## config.mk

```make
export PLATFORM = sky130hd
export DESIGN_NAME = fpp_port
export DESIGN_NICKNAME = d
export VERILOG_FILES = /design/src/common/fpp_pkg.sv /design/src/core/fpp_port.sv
export VERILOG_INCLUDE_DIRS = /design/src /design/src/common
export SDC_FILE = /design/constraint.sdc
export NUM_CORES = 1
export LEC_CHECK = 0
export BUFFER_PORTS_ARGS = -buffer_cell sky130_fd_sc_hd__buf_2
export CORE_MARGIN = 2
export CORE_UTILIZATION = 40
export CTS_CLUSTER_DIAMETER = 50
export CTS_CLUSTER_SIZE = 25
export DETAILED_ROUTE_END_ITERATION = 6
export PLACE_DENSITY_LB_ADDON = 0.1
export SYNTH_ARGS = -nofsm -noshare
export SYNTH_HDL_FRONTEND = slang
export SYNTH_SLANG_ARGS = --single-unit
```

## constraint.sdc

```tcl
create_clock -name clk -period 6 [get_ports clk]
set_input_delay 0.6 -clock clk [delete_from_list [all_inputs] [get_ports clk]]
set_output_delay 0.6 -clock clk [all_outputs]
set_load 0.05 [all_outputs]
```

## src/common/fpp_map.svh

```systemverilog
// register map, field positions and reset values of the four-pin port
`ifndef FPP_MAP_SVH
`define FPP_MAP_SVH
`define FPP_OFF_PIN   5'h00
`define FPP_OFF_LAT   5'h04
`define FPP_OFF_DIR   5'h08
`define FPP_OFF_DATA  5'h0C
`define FPP_OFF_CFG   5'h10
`define FPP_B_INFL    7
`define FPP_B_OUTF    6
`define FPP_B_OVR     5
`define FPP_B_SEL     4
`define FPP_B_IRQ     4
`define FPP_RST_DIR   3'h7
`define FPP_RST_ANA   3'h7
`define FPP_RST_LAT   3'h0
`define FPP_RST_WAIT  1'b1
`endif

```

## src/common/fpp_pkg.sv

```systemverilog
// types shared by the four-pin port
package fpp_pkg;
  typedef enum logic [2:0] {
    FPP_IDLE = 3'b001,
    FPP_WR   = 3'b010,
    FPP_RD   = 3'b100
  } fpp_slv_t;

  typedef struct packed {
    logic inFull;
    logic outFull;
    logic ovr;
    logic sel;
  } fpp_flags_t;

  typedef struct packed {
    logic       mcCfg;
    logic       pin3;
    logic [7:0] data;
    logic [2:0] pins;
  } fpp_inputs_t;
endpackage

```

## src/core/fpp_port.sv

```systemverilog
// four-pin port with direction, latch, pin read and slave-port flags
//
// Operation
// - direction bit 1 floats a pin; bit 0 drives the latch value.
// - a pin selected as analog input reads back as 0.
// - direction bits drive pins even in analog mode; software keeps them inputs.
// - after reset the three pins are selected as analog inputs.
// - latch register reads back the latch, not the pin levels.
// - with master clear off, pin 3 is input only, read at bit 3.
// - with master clear on, pin 3 is the master clear input.
// - small variant: only the input-only pin 3 exists.
// - direction bit 7 reads 1 while a received word is unread.
// - direction bit 6 reads 1 until the written word is read externally.
// - bit 5 sets on write into an unread word; software clears it.
// - direction bit 4 selects slave port mode.
// - direction bit 3 always reads 0.
// - in slave mode pin 0 is read strobe, pin 1 write strobe.
// - output drives the latch whether or not analog input is on.
// - unused pin-read and latch bits read 0.
// - in slave mode pin 2 is the chip select.
// - external write ends on strobe release, sets input-full and irq flag.
// - external read starts on select and strobe low, clears output-full.
//
// The placing of the registers and the Avalon-MM interface to the registers were chosen for this implementation.
`timescale 1ns/1ps
`include "fpp_map.svh"

module fpp_port #(
  parameter bit SMALL_PKG = 1'b0
) (
  // clock and reset
  input  wire logic        clk,
  input  wire logic        rst_n,
  // avalon-mm slave
  input  wire logic [4:0]  address,
  input  wire logic        read,
  input  wire logic        write,
  input  wire logic [31:0] writedata,
  input  wire logic [3:0]  byteenable,
  output logic      [31:0] readdata,
  output logic             waitrequest,
  // port pins
  input  wire logic [2:0]  pinIn,
  output logic      [2:0]  pinOut,
  output logic      [2:0]  pinOe,
  input  wire logic        inputOnlyPin3,
  input  wire logic        masterClearCfg,
  output logic             masterClearReq,
  // slave port data and flag
  input  wire logic [7:0]  slvDataIn,
  output logic      [7:0]  slvDataOut,
  output logic             slvDataOe,
  output logic             slavePortIrqFlag
);

  ////////////////////////////////////////////////////////////////////////////
  // input synchronisers
  fpp_pkg::fpp_inputs_t syncA;
  fpp_pkg::fpp_inputs_t syncB;

  always_ff @(posedge clk) begin
    if (!rst_n) begin
      syncA <= '0;
      syncB <= '0;
    end else begin
      syncA <= {masterClearCfg, inputOnlyPin3, slvDataIn, pinIn};
      syncB <= syncA;
    end
  end

  ////////////////////////////////////////////////////////////////////////////
  // state
  fpp_pkg::fpp_slv_t   slv_reg,   slv_next;
  fpp_pkg::fpp_flags_t flg_reg,   flg_next;
  logic [2:0]  dir_reg,   dir_next;
  logic [2:0]  lat_reg,   lat_next;
  logic [2:0]  ana_reg,   ana_next;
  logic        irq_reg,   irq_next;
  logic [7:0]  inW_reg,   inW_next;
  logic [7:0]  outW_reg,  outW_next;
  logic        oe_reg,    oe_next;
  logic [2:0]  pOe_reg,   pOe_next;
  logic        mcr_reg,   mcr_next;
  logic        wait_reg,  wait_next;
  logic [31:0] rd_reg,    rd_next;

  logic       portEn;
  logic       slvOn;
  logic       rdAct;
  logic       wrAct;
  logic       acc;
  logic       wrEnd;
  logic       p3Bit;
  logic [3:0] pinRead;

  assign portEn  = !SMALL_PKG;
  assign slvOn   = portEn && flg_reg.sel && (&dir_reg);
  assign rdAct   = slvOn && !syncB.pins[0] && !syncB.pins[2];
  assign wrAct   = slvOn && !syncB.pins[1] && !syncB.pins[2];
  assign acc     = (read || write) && !wait_reg;
  assign wrEnd   = (slv_reg == fpp_pkg::FPP_WR) && !wrAct;
  assign p3Bit   = !syncB.mcCfg && syncB.pin3;
  assign pinRead = {p3Bit, syncB.pins & ~ana_reg & {3{portEn}}};

  // register read view; upper bits always zero
  function automatic logic [31:0] regView(input logic [4:0] a);
    regView = '0;
    case (a)
      `FPP_OFF_PIN:  regView[3:0] = pinRead;
      `FPP_OFF_LAT:  regView[2:0] = lat_reg;
      `FPP_OFF_DIR:  regView[7:0] = {flg_reg, 1'b0, dir_reg};
      `FPP_OFF_DATA: regView[7:0] = inW_reg;
      `FPP_OFF_CFG:  regView[7:0] = {3'h0, irq_reg, 1'b0, ana_reg};
      default:       regView = '0;
    endcase
  endfunction

  ////////////////////////////////////////////////////////////////////////////
  // next-state logic
  always_comb begin
    slv_next  = slv_reg;
    flg_next  = flg_reg;
    dir_next  = dir_reg;
    lat_next  = lat_reg;
    ana_next  = ana_reg;
    irq_next  = irq_reg;
    inW_next  = inW_reg;
    outW_next = outW_reg;
    rd_next   = rd_reg;
    // one wait cycle per access, then a one-cycle answer
    wait_next = !((read || write) && wait_reg);
    if (read && wait_reg) begin
      rd_next = regView(address);
    end
    // software effects first so that hardware sets win
    if (acc && write && byteenable[0]) begin
      case (address)
        `FPP_OFF_LAT:  lat_next = writedata[2:0];
        `FPP_OFF_DIR: begin
          dir_next     = writedata[2:0];
          flg_next.sel = writedata[`FPP_B_SEL];
          flg_next.ovr = writedata[`FPP_B_OVR];
        end
        `FPP_OFF_DATA: begin
          outW_next    = writedata[7:0];
          flg_next.outFull = (slv_reg != fpp_pkg::FPP_RD);
        end
        `FPP_OFF_CFG: begin
          ana_next = writedata[2:0];
          if (writedata[`FPP_B_IRQ]) begin
            irq_next = 1'b0;
          end
        end
        default: ;
      endcase
    end
    if (acc && read && address == `FPP_OFF_DATA) begin
      flg_next.inFull = 1'b0;
    end
    // slave port sequencing
    case (slv_reg)
      fpp_pkg::FPP_IDLE: begin
        if (wrAct) begin
          slv_next = fpp_pkg::FPP_WR;
        end else if (rdAct) begin
          slv_next         = fpp_pkg::FPP_RD;
          flg_next.outFull = 1'b0;
        end
      end
      fpp_pkg::FPP_WR: begin
        // capture only while strobes are low; the host bus may move at release
        if (wrAct) begin
          inW_next = syncB.data;
        end
        if (!wrAct) begin
          slv_next        = fpp_pkg::FPP_IDLE;
          flg_next.inFull = 1'b1;
          irq_next        = 1'b1;
          if (flg_reg.inFull) begin
            flg_next.ovr = 1'b1;
          end
        end
      end
      fpp_pkg::FPP_RD: begin
        flg_next.outFull = 1'b0;
        if (!rdAct) begin
          slv_next = fpp_pkg::FPP_IDLE;
          irq_next = 1'b1;
        end
      end
      default: slv_next = fpp_pkg::FPP_IDLE;
    endcase
    oe_next  = (slv_next == fpp_pkg::FPP_RD);
    // direction and the package variant steer the drivers, analog select does not
    pOe_next = ~dir_next & {3{portEn}};
    mcr_next = syncB.mcCfg && !syncB.pin3;
  end

  ////////////////////////////////////////////////////////////////////////////
  // registers
  always_ff @(posedge clk) begin
    if (!rst_n) begin
      slv_reg  <= fpp_pkg::FPP_IDLE;
      flg_reg  <= '0;
      dir_reg  <= `FPP_RST_DIR;
      lat_reg  <= `FPP_RST_LAT;
      ana_reg  <= `FPP_RST_ANA;
      irq_reg  <= 1'b0;
      inW_reg  <= '0;
      outW_reg <= '0;
      oe_reg   <= 1'b0;
      pOe_reg  <= '0;
      mcr_reg  <= 1'b0;
      wait_reg <= `FPP_RST_WAIT;
      rd_reg   <= '0;
    end else begin
      slv_reg  <= slv_next;
      flg_reg  <= flg_next;
      dir_reg  <= dir_next;
      lat_reg  <= lat_next;
      ana_reg  <= ana_next;
      irq_reg  <= irq_next;
      inW_reg  <= inW_next;
      outW_reg <= outW_next;
      oe_reg   <= oe_next;
      pOe_reg  <= pOe_next;
      mcr_reg  <= mcr_next;
      wait_reg <= wait_next;
      rd_reg   <= rd_next;
    end
  end

  assign readdata         = rd_reg;
  assign waitrequest      = wait_reg;
  assign pinOut           = lat_reg;
  assign pinOe            = pOe_reg;
  assign masterClearReq   = mcr_reg;
  assign slvDataOut       = outW_reg;
  assign slvDataOe        = oe_reg;
  assign slavePortIrqFlag = irq_reg;
endmodule

```

# [Yosys cells after proc, flatten, opt, wreduce, memory -nomap -nowiden]
# Index checks and enable logic that the tools add are counted.
# Widths: inputs -> output; s select.
[word_totals] ff_bits=73 latchBits=0 mem_bits_rw=0 mem_bits_ro=0 inputBits=58 word_cells=93 n_memories=0
[classes] addsub=0 mul=0 div_mod_pow=0 order_cmp=0 eq_ne=9 shifts=0 muxes=28 bitwise=3 n_reduce_logical=29
[ops] op="$mux 3" n=7
[ops] op="$pmux 3 s5" n=1
[ops] op="$logic_and 1x1->1" n=14
[ops] op="$mux 1" n=14
[ops] op="$pmux 4 s3" n=1
[ops] op="$eq 5x4->1 const B" n=2
[ops] op="$reduce_and 2->1" n=5
[ops] op="$pmux 3 s3" n=1
[ops] op="$logic_not 1->1" n=7
[ops] op="$eq 3x3->1 const B" n=2
[ops] op="$not 3->3" n=2
[ops] op="$pmux 1 s2" n=3
[ops] op="$eq 5x3->1 const B" n=1
[ops] op="$eq 5x5->1 const B" n=1
[ops] op="$logic_not 5->1" n=1
[ops] op="$and 3x3->3" n=1
[ops] op="$eq 3x1->1 const B" n=1
[ops] op="$eq 3x2->1 const B" n=1
[ops] op="$ne 3x3->1 const B" n=1
[ops] op="$reduce_and 3->1" n=1
[ops] op="$mux 2" n=1
[ops] op="$logic_or 1x1->1" n=1

# [Logic depth before layout (Yosys ltp)]
[logic_depth] depth_word=8 mapped_depth=7 depth_no_buf=4

# [Worst setup path after synthesis]
# No wires, ideal clock.
[synth_path] kind="input to register" from="in address[4]" to="reg flg_reg[1] (netlist bit)" arrival_time_ps=2223 required_time_ps=5878 path_slack_ps=3655 cell_stages=6 path_cell_list="buf_6 or4b_4 or3_1 buf_6 and3_4 a311o_1"
[synth_between] elab_chain_cells=6
[synth_lines] element="start: declaration" line="fpp_port.sv:35" rtl="input wire logic [4:0] address,"
[synth_lines] element="$eq 5x4->1 *" line="fpp_port.sv:137" rtl="case (address)"
[synth_lines] element="$mux 2 *" line="fpp_port.sv:137"
[synth_lines] element="$mux 3 *" line="fpp_port.sv:136" rtl="if (acc && write && byteenable[0]) begin"
[synth_lines] element="$mux 1" line="fpp_port.sv:179" rtl="if (flg_reg.inFull) begin"
[synth_lines] element="$mux 1" line="fpp_port.sv:175" rtl="if (!wrAct) begin"
[synth_lines] element="$mux 1 *" line="fpp_port.sv:161" rtl="case (slv_reg)"
[synth_lines] element="end signal: assignment" line="fpp_port.sv:218" rtl="flg_reg <= flg_next;"
[synth_lines] element="end: declaration" line="fpp_port.sv:74" rtl="fpp_pkg::fpp_flags_t flg_reg, flg_next;"
# Mark *: on every way between the ends. The rest lies on a longest branch, timed or not.
# A chain may end at the register's enable or synchronous reset.

# [Worst setup path in the final report]
# Ends and elaborated chain as after synthesis.

==> impl_metrics.json <==
{
  "yosysSeqAreaShare": 0.496,
  "endpoint_kind": "register",
  "hold_viol": 0,
  "ys_seq_elements": 73,
  "worstPathRequired_ns": 6.23,
  "dieArea_sq_um": 8070,
  "dp_hpwl_um": 3900,
  "cts-root-buf": "clkbuf_8",
  "hold_buffers": 0,
  "tightest_slew_ns": 0.664,
  "synth-edff-count": 0,
  "tritoncts": "yes",
  "route.met3.wl_um": 296,
  "start_util": 0.410,
  "seqCellArea_sq_um": 1460,
  "yosys_warnings": 0,
  "clkLatencyLatePin_ns": 0.34,
  "clk_pin_slew_worst_paths_ns": 0.07,
  "synth-main-ff-cell": "dfxtp_1",
  "crit_type": "in -> reg",
  "num_vias": 2095,
  "maxSlewHeadroom": 0.557,
  "drive_gt1_frac": 0.232,
  "dr_wl_met2_um": 2500,
  "drcViolationCount": 0,
  "worstHoldPathType": "reg -> reg",
  "ctsResizeCount": 0,
  "top_regs": "syncA x13, syncB x13",
  "fin_ws_ns": 3.81,
  "first_pass_iters": 4,
  "slew_violations": 0,
  "worst-path-max-fanout": 9,
  "nets": 411,
  "crit_arrival_ns": 2.42,
  "cts.sinks": 73,
  "status": "finished, final reports clean",
  "fin_skew_ns": 0.0107,
  "vdd_drop_max_mv": 0.150,
  "clk_path_buf_depth": 2,
  "routed_wl_um": 5760,
  "syn_area_sq_um": 2950,
  "h-tree-depth": 3,
  "synthDistinctLibCells": 43,
  "antenna_found_initial": 0,
  "rows": 31,
  "maxCapViolations": 0,
  "place_ws_ns": 3.47,
  "grt_pass1_vias": 1852,
  "grt_pass1_wl_um": 9400,
  "drt_iter0_drc": 61,
  "syn2layout_area_growth_pct": 15.8,
  "die_h_um": 89.8,
  "gp_congestion": 0.791,
  "finalCritPeriodShare": 0.365,
  "powerDensity_nw_per_um2": 295,
  "async_reset_ff_frac": 0,
  "post-route-min-period_ns": 2.19,
  "p_leak_nw": 1.43,
  "finalPower_mw": 1.01,
  "grt_max_degree": 84,
  "final.fill_count": 700,
  "grt_overflow": 0,
  "netlist_instances": 303,
  "fmaxAchievable_mhz": 457,
  "numCtsBuffers": 9,
  "multiInputGateArea_sq_um": 1300,
  "post-route-util": 0.476,
  "cts_setup_buffers": 0,
  "grt_setup_unrepaired": "false",
  "m1WireLength_um": 2900,
  "ant_nets": 0,
  "syn_area_per_cell_sq_um": 9.72,
  "crit_path_start_kind": "input port",
  "finalSetupViolCount": 0,
  "top_layer_used": "met4",
  "port_buffers": 56,
  "post_drt_wl_per_cell_um": 12.6,
  "die_width_um": 89.8,
  "pin_count": 108,
  "core_sq_um": 7180,
  "antennaDiodeCount": 0,
  "grt.total_usage": 0.148,
  "tns_ns": 0,
  "vias_per_cell": 4.58
}
power breakdown:
part           switching [mW]  internal (mW)
Clock                   0.183          0.234
Sequential            0.00385          0.495
Combinational          0.0672         0.0220
Total                   0.254          0.751
synth_stat cells, types with 5 or more instances:
| cell | instances | share of area |
|---|---|---|
| nor2_1 | 8 | 0.010 |
| a21oi_1 | 15 | 0.025 |
| nand3_1 | 8 | 0.014 |
| nand2_1 | 23 | 0.029 |
| o21ai_0 | 12 | 0.020 |
| clkbuf_1 | 14 | 0.018 |
| nor2b_1 | 19 | 0.040 |
| nor3_1 | 5 | 0.0085 |
| buf_4 | 24 | 0.061 |
| nor3b_1 | 5 | 0.013 |
| mux2i_1 | 22 | 0.075 |
| dfxtp_1 | 73 | 0.50 |
| and2_1 | 31 | 0.066 |
final cells by class:
type / count / area share
Clock buffer: 9 / 0.0363
Timing Repair Buffer: 59 / 0.0887
Clock inverter: 7 / 0.0271
Inverter: 2 / 0.00220
Tap cell: 99 / 0.0363
Multi-Input combinational cell: 208 / 0.381
Sequential cell: 73 / 0.428
final timing paths:
path | start | end | slack (ns) | cells after the start
max | address[4] | flg_reg[1] | 3.81 | 5
min | syncA[5] | syncB[5] | 0.43 | 1
max reg2reg | waitrequest | flg_reg[1] | 4.21 | 4
min reg2reg | syncA[5] | syncB[5] | 0.43 | 1
worst max-delay path: stages:
cell and delay, ns:
buf_2 0.16, or4b_4 0.59, or3_1 0.52, and3_4 0.24, a311o_1 0.30
logic make-up after synthesis:
| family | Yosys count | synth area share |
|---|---|---|
| and+or+nand+nor | 115 | 0.228 |
| DFF | 73 | 0.496 |
| buffers and inverters | 45 | 0.0939 |
| AOI/OAI and AO/OA | 43 | 0.0913 |
| muxes | 25 | 0.0862 |
| xor gates and xnor gates | 1 | 0.00297 |
| other | 1 | 0.00127 |
per-stage QoR:
step / hold WS [ns] / instances / cell area, sq um
floorplan: 0.412 / 326 / 3030
global placement: 0.417 / 441 / 3200
detailed placement: 0.417 / 441 / 3200
CTS: 0.435 / 457 / 3410
global route: 0.434 / 457 / 3410
finish: 0.434 / 457 / 3410
per-layer routing:
layer | up-vias | track usage
met1 | 952 | 0.202
met3 | 5 | 0.0486
met4 | 0 | 0.0782
li1 | 1082 | -
met5 | - | 0
met2 | 56 | 0.208
placed cells by master, fill, tap and decap left out, drive strengths merged, types with 2 or more instances in the layout:
| master | count |
|---|---|
| dfxtp | 73 |
| buf | 59 |
| and2 | 31 |
| conb | 24 |
| nand2 | 23 |
| mux2i | 22 |
| nor2b | 19 |
| a21oi | 15 |
| o21ai | 12 |
| clkbuf | 9 |
| nand3 | 8 |
| nor2 | 8 |
| nor3 | 6 |
| nor3b | 5 |
| clkinv | 4 |
| nor4b | 3 |
| mux2 | 3 |
| a22oi | 3 |
| o22a | 3 |
| inv | 3 |
| nand3b | 2 |
| or3 | 2 |
| o31ai | 2 |
| bufinv | 2 |
No activity file was read; power rests on OpenSTA's default activity.
